==> config.mk <==
export PLATFORM = sky130hd
export DESIGN_NAME = ptonp_regs
export DESIGN_NICKNAME = d
export VERILOG_FILES = /design/src/inc/ptonp_pkg.sv /design/src/ptonp_regs.sv /design/src/ptonp_polarity.sv
export SDC_FILE = /design/constraint.sdc
export NUM_CORES = 1
export LEC_CHECK = 0
export ABC_AREA = 1
export ABC_CLOCK_PERIOD_IN_PS = 1650
export BUFFER_PORTS_ARGS = -buffer_cell sky130_fd_sc_hd__buf_2
export CORE_ASPECT_RATIO = 1.5
export CORE_MARGIN = 1.5
export CORE_UTILIZATION = 52
export DETAILED_ROUTE_END_ITERATION = 7
export PLACE_DENSITY = 0.79
export SYNTH_ARGS = -nofsm -noshare
export SYNTH_HDL_FRONTEND = slang
export SYNTH_SLANG_ARGS = --single-unit
==> constraint.sdc <==
create_clock -name CLK_I -period 1.65 [get_ports CLK_I]
set_clock_uncertainty 0.15 [all_clocks]
set_input_delay 0.0825 -clock CLK_I [delete_from_list [all_inputs] [get_ports CLK_I]]
set_output_delay 0.0825 -clock CLK_I [all_outputs]
set_load 0.01 [all_outputs]
==> src/inc/ptonp_pkg.sv <==
// Purpose: Constants and types for the 10 Mbps option and next page register block
// Assumes: 16-bit management registers, 5-bit register number
// Notes: Register numbers are local choices, see hand-over
// Notes on behaviour
// - With the link-pulse-disable bit set, 10 Mbps runs without sending or checking link pulses.
// - The serial select bit selects 10 Mbps serial mode and is ignored at 100 Mbps.
// - The reference select bit switches phase alignment to the external 10 MHz reference.
// - With autopolarity enabled at 10 Mbps, a reversed pair is detected, corrected and flagged.
// - With autopolarity disabled at 10 Mbps, a reversed pair is still corrected.
// - The extended line length bit lowers the squelch levels, at 10 Mbps only.
// - The heartbeat bit enables the signal quality error test, at 10 Mbps only.
// - The next page register holds a writable 11-bit message or unformatted code in its low bits.
// - The toggle bit is read-only and is the inverse of the toggle of the last exchanged page.
// - The first next page toggle is the inverse of bit 11 of the base link code word.
// - The second acknowledge bit is written and sent: 0 cannot comply, 1 complies.
// - The message page bit marks 0 unformatted page, 1 formatted message page.
// - Bit 14 of the next page register reads back the acknowledge of the link code word.
// - The next page bit marks 0 last page, 1 another page follows.
// - The autopolarity status flag reads 1 after a corrected reversal with autopolarity enabled, not meaningful at 100 Mbps.
package ptonp_pkg;

  localparam int unsigned REG_W = 16;
  localparam int unsigned ADDR_W = 5;

  // Register numbers on the management port
  localparam logic [ADDR_W-1:0] REG_NEXT_PAGE = 5'h07;
  localparam logic [ADDR_W-1:0] REG_TENMEG_OPT = 5'h1E;

  // Option control field positions
  localparam int unsigned OPT_NO_LINK_PULSE = 0;
  localparam int unsigned OPT_SERIAL_SEL = 1;
  localparam int unsigned OPT_REF_SEL = 2;
  localparam int unsigned OPT_AUTOPOL_EN = 3;
  localparam int unsigned OPT_EXT_LINE = 4;
  localparam int unsigned OPT_HEARTBEAT = 5;
  localparam int unsigned OPT_USED_W = 6;
  localparam logic [REG_W-1:0] OPT_RESET = 16'h0000;
  localparam logic [REG_W-1:0] OPT_WR_MASK = 16'h003F;

  // Next page field positions
  localparam int unsigned NP_CODE_W = 11;
  localparam int unsigned NP_TOGGLE = 11;
  localparam int unsigned NP_ACK2 = 12;
  localparam int unsigned NP_MSG_PAGE = 13;
  localparam int unsigned NP_ACK = 14;
  localparam int unsigned NP_NEXT_PAGE = 15;
  localparam logic [REG_W-1:0] NP_RESET = 16'h0000;
  localparam logic [REG_W-1:0] NP_WR_MASK = 16'hB7FF;

  localparam logic [REG_W-1:0] READ_ZERO = 16'h0000;

  // Consecutive reversed link pulses before the pair is declared reversed
  localparam int unsigned POL_THRESH_DEF = 3;

  typedef struct packed {
    logic heartbeat;
    logic ext_line;
    logic autopol_en;
    logic ref_sel;
    logic serial_sel;
    logic no_link_pulse;
  } ptonp_opt_t;

  typedef struct packed {
    logic next_page;
    logic ack;
    logic msg_page;
    logic ack2;
    logic toggle;
    logic [NP_CODE_W-1:0] code;
  } ptonp_page_t;

  typedef enum logic [0:0] {
    POL_NORMAL,
    POL_REVERSED
  } ptonp_pol_t;

endpackage : ptonp_pkg

==> src/ptonp_regs.sv <==
// Purpose: 10 Mbps option control and next page transmit registers with their effects
// Assumes: Management port strobes are synchronous one-cycle pulses
// Notes: Read data is registered and valid one cycle after the read strobe
`timescale 1ns/100ps
module ptonp_regs #(
  parameter int unsigned POL_THRESH = ptonp_pkg::POL_THRESH_DEF
) (
  input wire logic CLK_I,
  input wire logic NRST_I,
  input wire logic CE_I,
  // Management register port
  input wire logic [ptonp_pkg::ADDR_W-1:0] MGMT_ADDR_I,
  input wire logic MGMT_WE_I,
  input wire logic MGMT_RE_I,
  input wire logic [ptonp_pkg::REG_W-1:0] MGMT_WDATA_I,
  output logic [ptonp_pkg::REG_W-1:0] MGMT_RDATA_O,
  output logic MGMT_RVALID_O,
  // Line state
  input wire logic SPEED100_I,
  // Phase references
  input wire logic INT_PHASE_REF_I,
  input wire logic EXTERNAL_PHASE_REFERENCE_I,
  output logic PHASE_REF_O,
  // 10 Mbps mode controls
  output logic LINK_PULSE_TX_EN_O,
  output logic LINK_PULSE_CHECK_EN_O,
  output logic SERIAL_MODE_O,
  output logic SQUELCH_LOW_O,
  output logic HEARTBEAT_EN_O,
  // Receive polarity
  input wire logic PULSE_REV_I,
  input wire logic PULSE_FWD_I,
  input wire logic RX_DATA_I,
  output logic RX_DATA_O,
  output logic POL_INVERT_O,
  output logic AUTOPOL_STATUS_O,
  // Next page exchange with the arbitration logic
  input wire logic BASE_DONE_I,
  input wire logic BASE_TOGGLE_I,
  input wire logic PAGE_DONE_I,
  input wire logic RX_ACK_I,
  input wire logic TX_ACK_I,
  output logic [ptonp_pkg::REG_W-1:0] TX_PAGE_O,
  output logic PAGE_PENDING_O
);

  ptonp_pkg::ptonp_opt_t opt;
  ptonp_pkg::ptonp_page_t page;
  logic speed10;
  logic hit_opt;
  logic hit_np;
  logic first_pending;
  logic phase_ref;
  logic [ptonp_pkg::REG_W-1:0] next_rdata;
  logic [ptonp_pkg::REG_W-1:0] opt_wdata;

  function automatic logic [ptonp_pkg::REG_W-1:0] masked(
    input logic [ptonp_pkg::REG_W-1:0] data,
    input logic [ptonp_pkg::REG_W-1:0] mask
  );
    masked = data & mask;
  endfunction : masked

  assign speed10 = !SPEED100_I;
  assign hit_opt = MGMT_ADDR_I == ptonp_pkg::REG_TENMEG_OPT;
  assign hit_np = MGMT_ADDR_I == ptonp_pkg::REG_NEXT_PAGE;
  assign opt_wdata = masked(MGMT_WDATA_I, ptonp_pkg::OPT_WR_MASK);

  // Option control register
  always_ff @(posedge CLK_I or negedge NRST_I) begin
    if (!NRST_I) begin
      opt <= ptonp_pkg::OPT_RESET[ptonp_pkg::OPT_USED_W-1:0];
    end else if (CE_I && MGMT_WE_I && hit_opt) begin
      opt <= opt_wdata[ptonp_pkg::OPT_USED_W-1:0];
    end
  end

  // Writable next page fields; toggle and ack have their own processes
  always_ff @(posedge CLK_I or negedge NRST_I) begin
    if (!NRST_I) begin
      page.code <= ptonp_pkg::NP_RESET[ptonp_pkg::NP_CODE_W-1:0];
      page.ack2 <= ptonp_pkg::NP_RESET[ptonp_pkg::NP_ACK2];
      page.msg_page <= ptonp_pkg::NP_RESET[ptonp_pkg::NP_MSG_PAGE];
      page.next_page <= ptonp_pkg::NP_RESET[ptonp_pkg::NP_NEXT_PAGE];
    end else if (CE_I && MGMT_WE_I && hit_np) begin
      page.code <= MGMT_WDATA_I[ptonp_pkg::NP_CODE_W-1:0];
      page.ack2 <= MGMT_WDATA_I[ptonp_pkg::NP_ACK2];
      page.msg_page <= MGMT_WDATA_I[ptonp_pkg::NP_MSG_PAGE];
      page.next_page <= MGMT_WDATA_I[ptonp_pkg::NP_NEXT_PAGE];
    end
  end

  // Toggle ignores software writes
  always_ff @(posedge CLK_I or negedge NRST_I) begin
    if (!NRST_I) begin
      page.toggle <= ptonp_pkg::NP_RESET[ptonp_pkg::NP_TOGGLE];
      first_pending <= 1'b1;
    end else if (CE_I) begin
      if (BASE_DONE_I) begin
        page.toggle <= !BASE_TOGGLE_I;
        first_pending <= 1'b0;
      end else if (PAGE_DONE_I && !first_pending) begin
        page.toggle <= !page.toggle;
      end
    end
  end

  // Acknowledge follows the received link code word
  always_ff @(posedge CLK_I or negedge NRST_I) begin
    if (!NRST_I) begin
      page.ack <= ptonp_pkg::NP_RESET[ptonp_pkg::NP_ACK];
    end else if (CE_I) begin
      page.ack <= RX_ACK_I;
    end
  end

  // Page pending: a write loads a page, a next page exchange consumes it, a base page exchange does not; a write wins
  always_ff @(posedge CLK_I or negedge NRST_I) begin
    if (!NRST_I) begin
      PAGE_PENDING_O <= 1'b0;
    end else if (CE_I) begin
      if (MGMT_WE_I && hit_np) begin
        PAGE_PENDING_O <= 1'b1;
      end else if (PAGE_DONE_I) begin
        PAGE_PENDING_O <= 1'b0;
      end
    end
  end

  // Outgoing link code word carries own toggle and ack
  always_ff @(posedge CLK_I or negedge NRST_I) begin
    if (!NRST_I) begin
      TX_PAGE_O <= ptonp_pkg::NP_RESET;
    end else if (CE_I) begin
      TX_PAGE_O <= {page.next_page, TX_ACK_I, page.msg_page, page.ack2,
        page.toggle, page.code};
    end
  end

  // Read data mux
  always_comb begin
    next_rdata = ptonp_pkg::READ_ZERO;
    if (hit_opt) begin
      next_rdata = ptonp_pkg::READ_ZERO | {{(ptonp_pkg::REG_W - ptonp_pkg::OPT_USED_W){1'b0}}, opt};
    end else if (hit_np) begin
      next_rdata = page;
    end
  end

  always_ff @(posedge CLK_I or negedge NRST_I) begin
    if (!NRST_I) begin
      MGMT_RDATA_O <= ptonp_pkg::READ_ZERO;
      MGMT_RVALID_O <= 1'b0;
    end else if (CE_I) begin
      MGMT_RVALID_O <= MGMT_RE_I;
      if (MGMT_RE_I) begin
        MGMT_RDATA_O <= next_rdata;
      end
    end
  end

  // Mode controls; 10 Mbps-only options are gated by the speed
  always_ff @(posedge CLK_I or negedge NRST_I) begin
    if (!NRST_I) begin
      LINK_PULSE_TX_EN_O <= 1'b0;
      LINK_PULSE_CHECK_EN_O <= 1'b0;
      SERIAL_MODE_O <= 1'b0;
      SQUELCH_LOW_O <= 1'b0;
      HEARTBEAT_EN_O <= 1'b0;
    end else if (CE_I) begin
      LINK_PULSE_TX_EN_O <= speed10 && !opt.no_link_pulse;
      LINK_PULSE_CHECK_EN_O <= speed10 && !opt.no_link_pulse;
      SERIAL_MODE_O <= speed10 && opt.serial_sel;
      SQUELCH_LOW_O <= speed10 && opt.ext_line;
      HEARTBEAT_EN_O <= speed10 && opt.heartbeat;
    end
  end

  // Phase reference select; registered, so one cycle of latency on the reference
  assign phase_ref = opt.ref_sel ? EXTERNAL_PHASE_REFERENCE_I : INT_PHASE_REF_I;

  always_ff @(posedge CLK_I or negedge NRST_I) begin
    if (!NRST_I) begin
      PHASE_REF_O <= 1'b0;
    end else if (CE_I) begin
      PHASE_REF_O <= phase_ref;
    end
  end

  ptonp_polarity #(
    .THRESH(POL_THRESH)
  ) u_polarity (
    .clk_i(CLK_I),
    .nrst_i(NRST_I),
    .ce_i(CE_I),
    .speed100_i(SPEED100_I),
    .flag_en_i(opt.autopol_en),
    .pulse_rev_i(PULSE_REV_I),
    .pulse_fwd_i(PULSE_FWD_I),
    .rx_data_i(RX_DATA_I),
    .invert_o(POL_INVERT_O),
    .status_o(AUTOPOL_STATUS_O),
    .rx_data_o(RX_DATA_O)
  );

endmodule : ptonp_regs

==> src/ptonp_polarity.sv <==
// Purpose: Receive pair polarity detection and correction for 10 Mbps
// Assumes: Link pulse polarity indications are one-cycle strobes
// Notes: Correction acts whatever the enable; the enable only gates the status flag
`timescale 1ns/100ps
module ptonp_polarity #(
  parameter int unsigned THRESH = ptonp_pkg::POL_THRESH_DEF
) (
  input wire logic clk_i,
  input wire logic nrst_i,
  input wire logic ce_i,
  input wire logic speed100_i,
  input wire logic flag_en_i,
  input wire logic pulse_rev_i,
  input wire logic pulse_fwd_i,
  input wire logic rx_data_i,
  output logic invert_o,
  output logic status_o,
  output logic rx_data_o
);

  localparam int unsigned CNT_W = $clog2(THRESH + 1);
  localparam logic [CNT_W-1:0] CNT_MAX = CNT_W'(THRESH);
  localparam logic [CNT_W-1:0] CNT_ONE = CNT_W'(1);

  ptonp_pkg::ptonp_pol_t state;
  logic [CNT_W-1:0] run;
  logic opposing;

  // A pulse that disagrees with the current belief about the pair
  assign opposing = (state == ptonp_pkg::POL_NORMAL) ? pulse_rev_i : pulse_fwd_i;

  // Debounce so a single noisy pulse cannot flip the pair
  always_ff @(posedge clk_i or negedge nrst_i) begin
    if (!nrst_i) begin
      run <= '0;
    end else if (ce_i) begin
      if (speed100_i || (pulse_rev_i == pulse_fwd_i)) begin
        run <= run;
      end else if (!opposing || run == CNT_MAX - CNT_ONE) begin
        // Restart at the flip edge, so flipping back takes a full run too
        run <= '0;
      end else begin
        run <= run + CNT_ONE;
      end
    end
  end

  always_ff @(posedge clk_i or negedge nrst_i) begin
    if (!nrst_i) begin
      state <= ptonp_pkg::POL_NORMAL;
    end else if (ce_i) begin
      case (state)
        ptonp_pkg::POL_NORMAL: begin
          if (!speed100_i && opposing && !pulse_fwd_i && run == CNT_MAX - CNT_ONE) begin
            state <= ptonp_pkg::POL_REVERSED;
          end
        end
        ptonp_pkg::POL_REVERSED: begin
          if (!speed100_i && opposing && !pulse_rev_i && run == CNT_MAX - CNT_ONE) begin
            state <= ptonp_pkg::POL_NORMAL;
          end
        end
        default: begin
          state <= ptonp_pkg::POL_NORMAL;
        end
      endcase
    end
  end

  assign invert_o = (state == ptonp_pkg::POL_REVERSED) && !speed100_i;

  always_ff @(posedge clk_i or negedge nrst_i) begin
    if (!nrst_i) begin
      status_o <= 1'b0;
      rx_data_o <= 1'b0;
    end else if (ce_i) begin
      status_o <= invert_o && flag_en_i;
      rx_data_o <= rx_data_i ^ invert_o;
    end
  end

endmodule : ptonp_polarity

==> impl_results.md <==
* Final worst-path cycle share at 91.0%
* Max incr delay on CP at 0.55 ns
* Via Count at 2647
* CP Max Fanout at 3
* Critical path depth at 3
* F_max at 0.666 GHz
* Synth top area cells: dfrtp_1, nand2_1, nand4_1
* Number of port buffers at 77
* Vias in the first global route at 2545
* Final count of hold timing violations at 0
* Critical path class: flop to flop
* Post-route DRC violation count at 0
* Hold depth at 5
* R2r worst-path depth at 3
* Netlist cell types at 24
* Final #Nets at 490
* Core Area at 0.00541 mm2
* Sequential element share of the synthesized area at 58.0%
* Setup bufs post-CTS at 0
* Element type at the critical path start: flop
* Root buf cell: clkbuf_8
* Detailed Routing Iterations Pass 1 at 4
* GRT Total Usage at 25.8%
* CTS tree: yes
* Critical Path AT at 1.58 ns
* Area share of the largest cell type after synthesis at 57.1%
* Status: finished clean
* Row Count at 33
* Post-Syn Area at 0.00289 mm2
* Final Wtd Congestion at 0.794
* Setup TNS at 0 ns
* CP required at 1.73 ns
* CTS max path bufs at 2
* Top cell family by delay on the critical path: buffers and inverters
* Final core utilization at 71.5%
* Max-cap viol count at 0
* Final ANT Viol Nets at 0
* Min Tclk post-route at 1.50 ns
* Die Wd at 63.9 um
* Peak supply drop at 0.000584 V
* Slew margin rel. at 75.1%
* Clock sink total at 67
* Area delta synth->final at 33.7%
* Initial antenna violation count at 0
* Commonest non-fill, non-tap cell in the layout: nand2_1
* Total leakage power at 2.17 nW
* Synthesis Warnings at 0
* Antenna cell count at 0
* Worst min-delay path category: primary input to flop
* Most frequent cells in the layout: nand2_1, buf_2, dfrtp_1
* Cells after Synth at 342
* WL final at 7030 um
* Pins Over Slew Limit at 0
* Crit path max-delay cell type: dlygate4sd3_1
* FF+latch count, synth at 67
* Critical Path End Type: flop
* First-pass GRT wire length at 11700 um
* Post-DP HPWL at 4510 um
* Clk Latency, worst-skew pair at 0.35 ns
* Avg Synthesized Cell Area at 8.46 um2
* CP Cell Sequence: o21ai_0, o21ai_0, dlygate4sd3_1
* I/O pin count at 80
* Die height at 94.3 um
* PwrDens at 1030 mW/mm2
* CTS buffer count at 9
* Cell mode on critical path: o21ai_0
* Initial Util at 53.5%
* Cell taking the most area after synthesis: dfrtp_1
* Post-Syn Nets at 380
* Share of cells above drive strength 1 at 23.9%
* Wire length per cell at 13.3 um
* Worst-Margin Slew at 0.373 ns
* Setup repair after global routing missed its margin: false
* Worst-path clk slew at 0.07 ns
* Die ar. at 0.00603 mm2
* Pin count of the biggest net entering global routing at 68
* H-tree depth at 3
* Final Setup Violations at 0
* Worst Path Buf+Inv at 1
* Vias per cell at 5.02
* Drt initial violations at 110
* Grt ovf at 0
-- timing repair --
action | 4_1_cts | 5_1_grt
resized for setup | 0 | 0
hold buffers | 31 | 0
hold endpoints to repair | 105 | 0
-- worst paths after layout --
check | start | endpoint | slack [ns]
worst max-delay path | opt[2] | PHASE_REF_O | 0.15
worst min-delay path | MGMT_WE_I | opt[1] | 0.01
worst max register to register | opt[2] | PHASE_REF_O | 0.15
worst min register to register | TX_PAGE_O[7] | TX_PAGE_O[7] | 0.32
max in group asynchronous | NRST_I | opt[1] | 0.91
min in group asynchronous | NRST_I | TX_PAGE_O[14] | 0.12
-- cell type report --
class	count	area, um2
clock buffers	12	155
inverters	27	101
fillers	429	1540
multi-input cells	230	1020
clock inverters	4	48.8
flip-flops and latches	67	1680
well taps	70	87.6
repair buffers	117	776
-- Yosys cell counts, drive strengths merged --
cell type	count
or2	1
a21oi	6
dfrtp	66
o211ai	1
o21ai	16
nor3	1
dfstp	1
and2	1
inv	27
nor2	16
buf	14
nand4	29
clkbuf	4
nand3b	1
ha	1
nand3	10
o21bai	1
nand2	146
-- logic make-up (layout without fill, tap and decap cells) --
family | Yosys count | in the layout | synth area share [%]
AOI/OAI and AO/OA | 24 | 24 | 4.33
adders and majority gates | 1 | 1 | 0.432
buffers and inverters | 45 | 160 | 6.92
DFF | 67 | 67 | 58.0
and+or+nand+nor | 205 | 205 | 30.3
-- layer usage --
metal  share of wire [%]  vias to the layer above  wire length, um  track usage, %
met1                  42                     1245             2980            32.6
met3                 4.7                       15              333            6.08
met4                 2.3                        0              165            11.8
li1                    -                     1310                -               -
met5                   0                        -                0               0
met2                  51                       77             3550            42.2
-- state kept, by name (all words and copies together) (netlist names), 2 cells and up --
name	cells
MGMT_RDATA_O	16
opt	6
u_polarity.run	2
page	16
TX_PAGE_O	16
-- worst min-delay path, delay by kind of cell --
kind / cells / cell delay (ns)
buf+inv: 2 / 0.18
simple gates: 3 / 0.20
-- through the flow --
stage	hold slack (ns)	total power, W	worst slack (ns)	instance area, um2	instances
5_1_grt	0.0497	0.00416	0.0950	3870	527
3_5_place_dp	-0.0232	0.00257	0.292	3350	480
2_1_floorplan	-0.363	0.00230	0.500	2890	342
6_report	0.0135	0.00397	0.148	3870	527
3_3_place_gp	-0.0266	0.00253	0.330	3350	480
4_1_cts	0.00109	0.00400	0.184	3870	527
-- where the power goes --
| part | switching, W | total (W) | leakage (nW) | internal [W] |
|---|---|---|---|---|
| registers | 0.000117 | 0.00194 | 0.890 | 0.00182 |
| logic | 0.000375 | 0.000652 | 1.17 | 0.000276 |
| clock network | 0.000605 | 0.00138 | 0.106 | 0.000778 |
(Power assumes the default switching activity.)
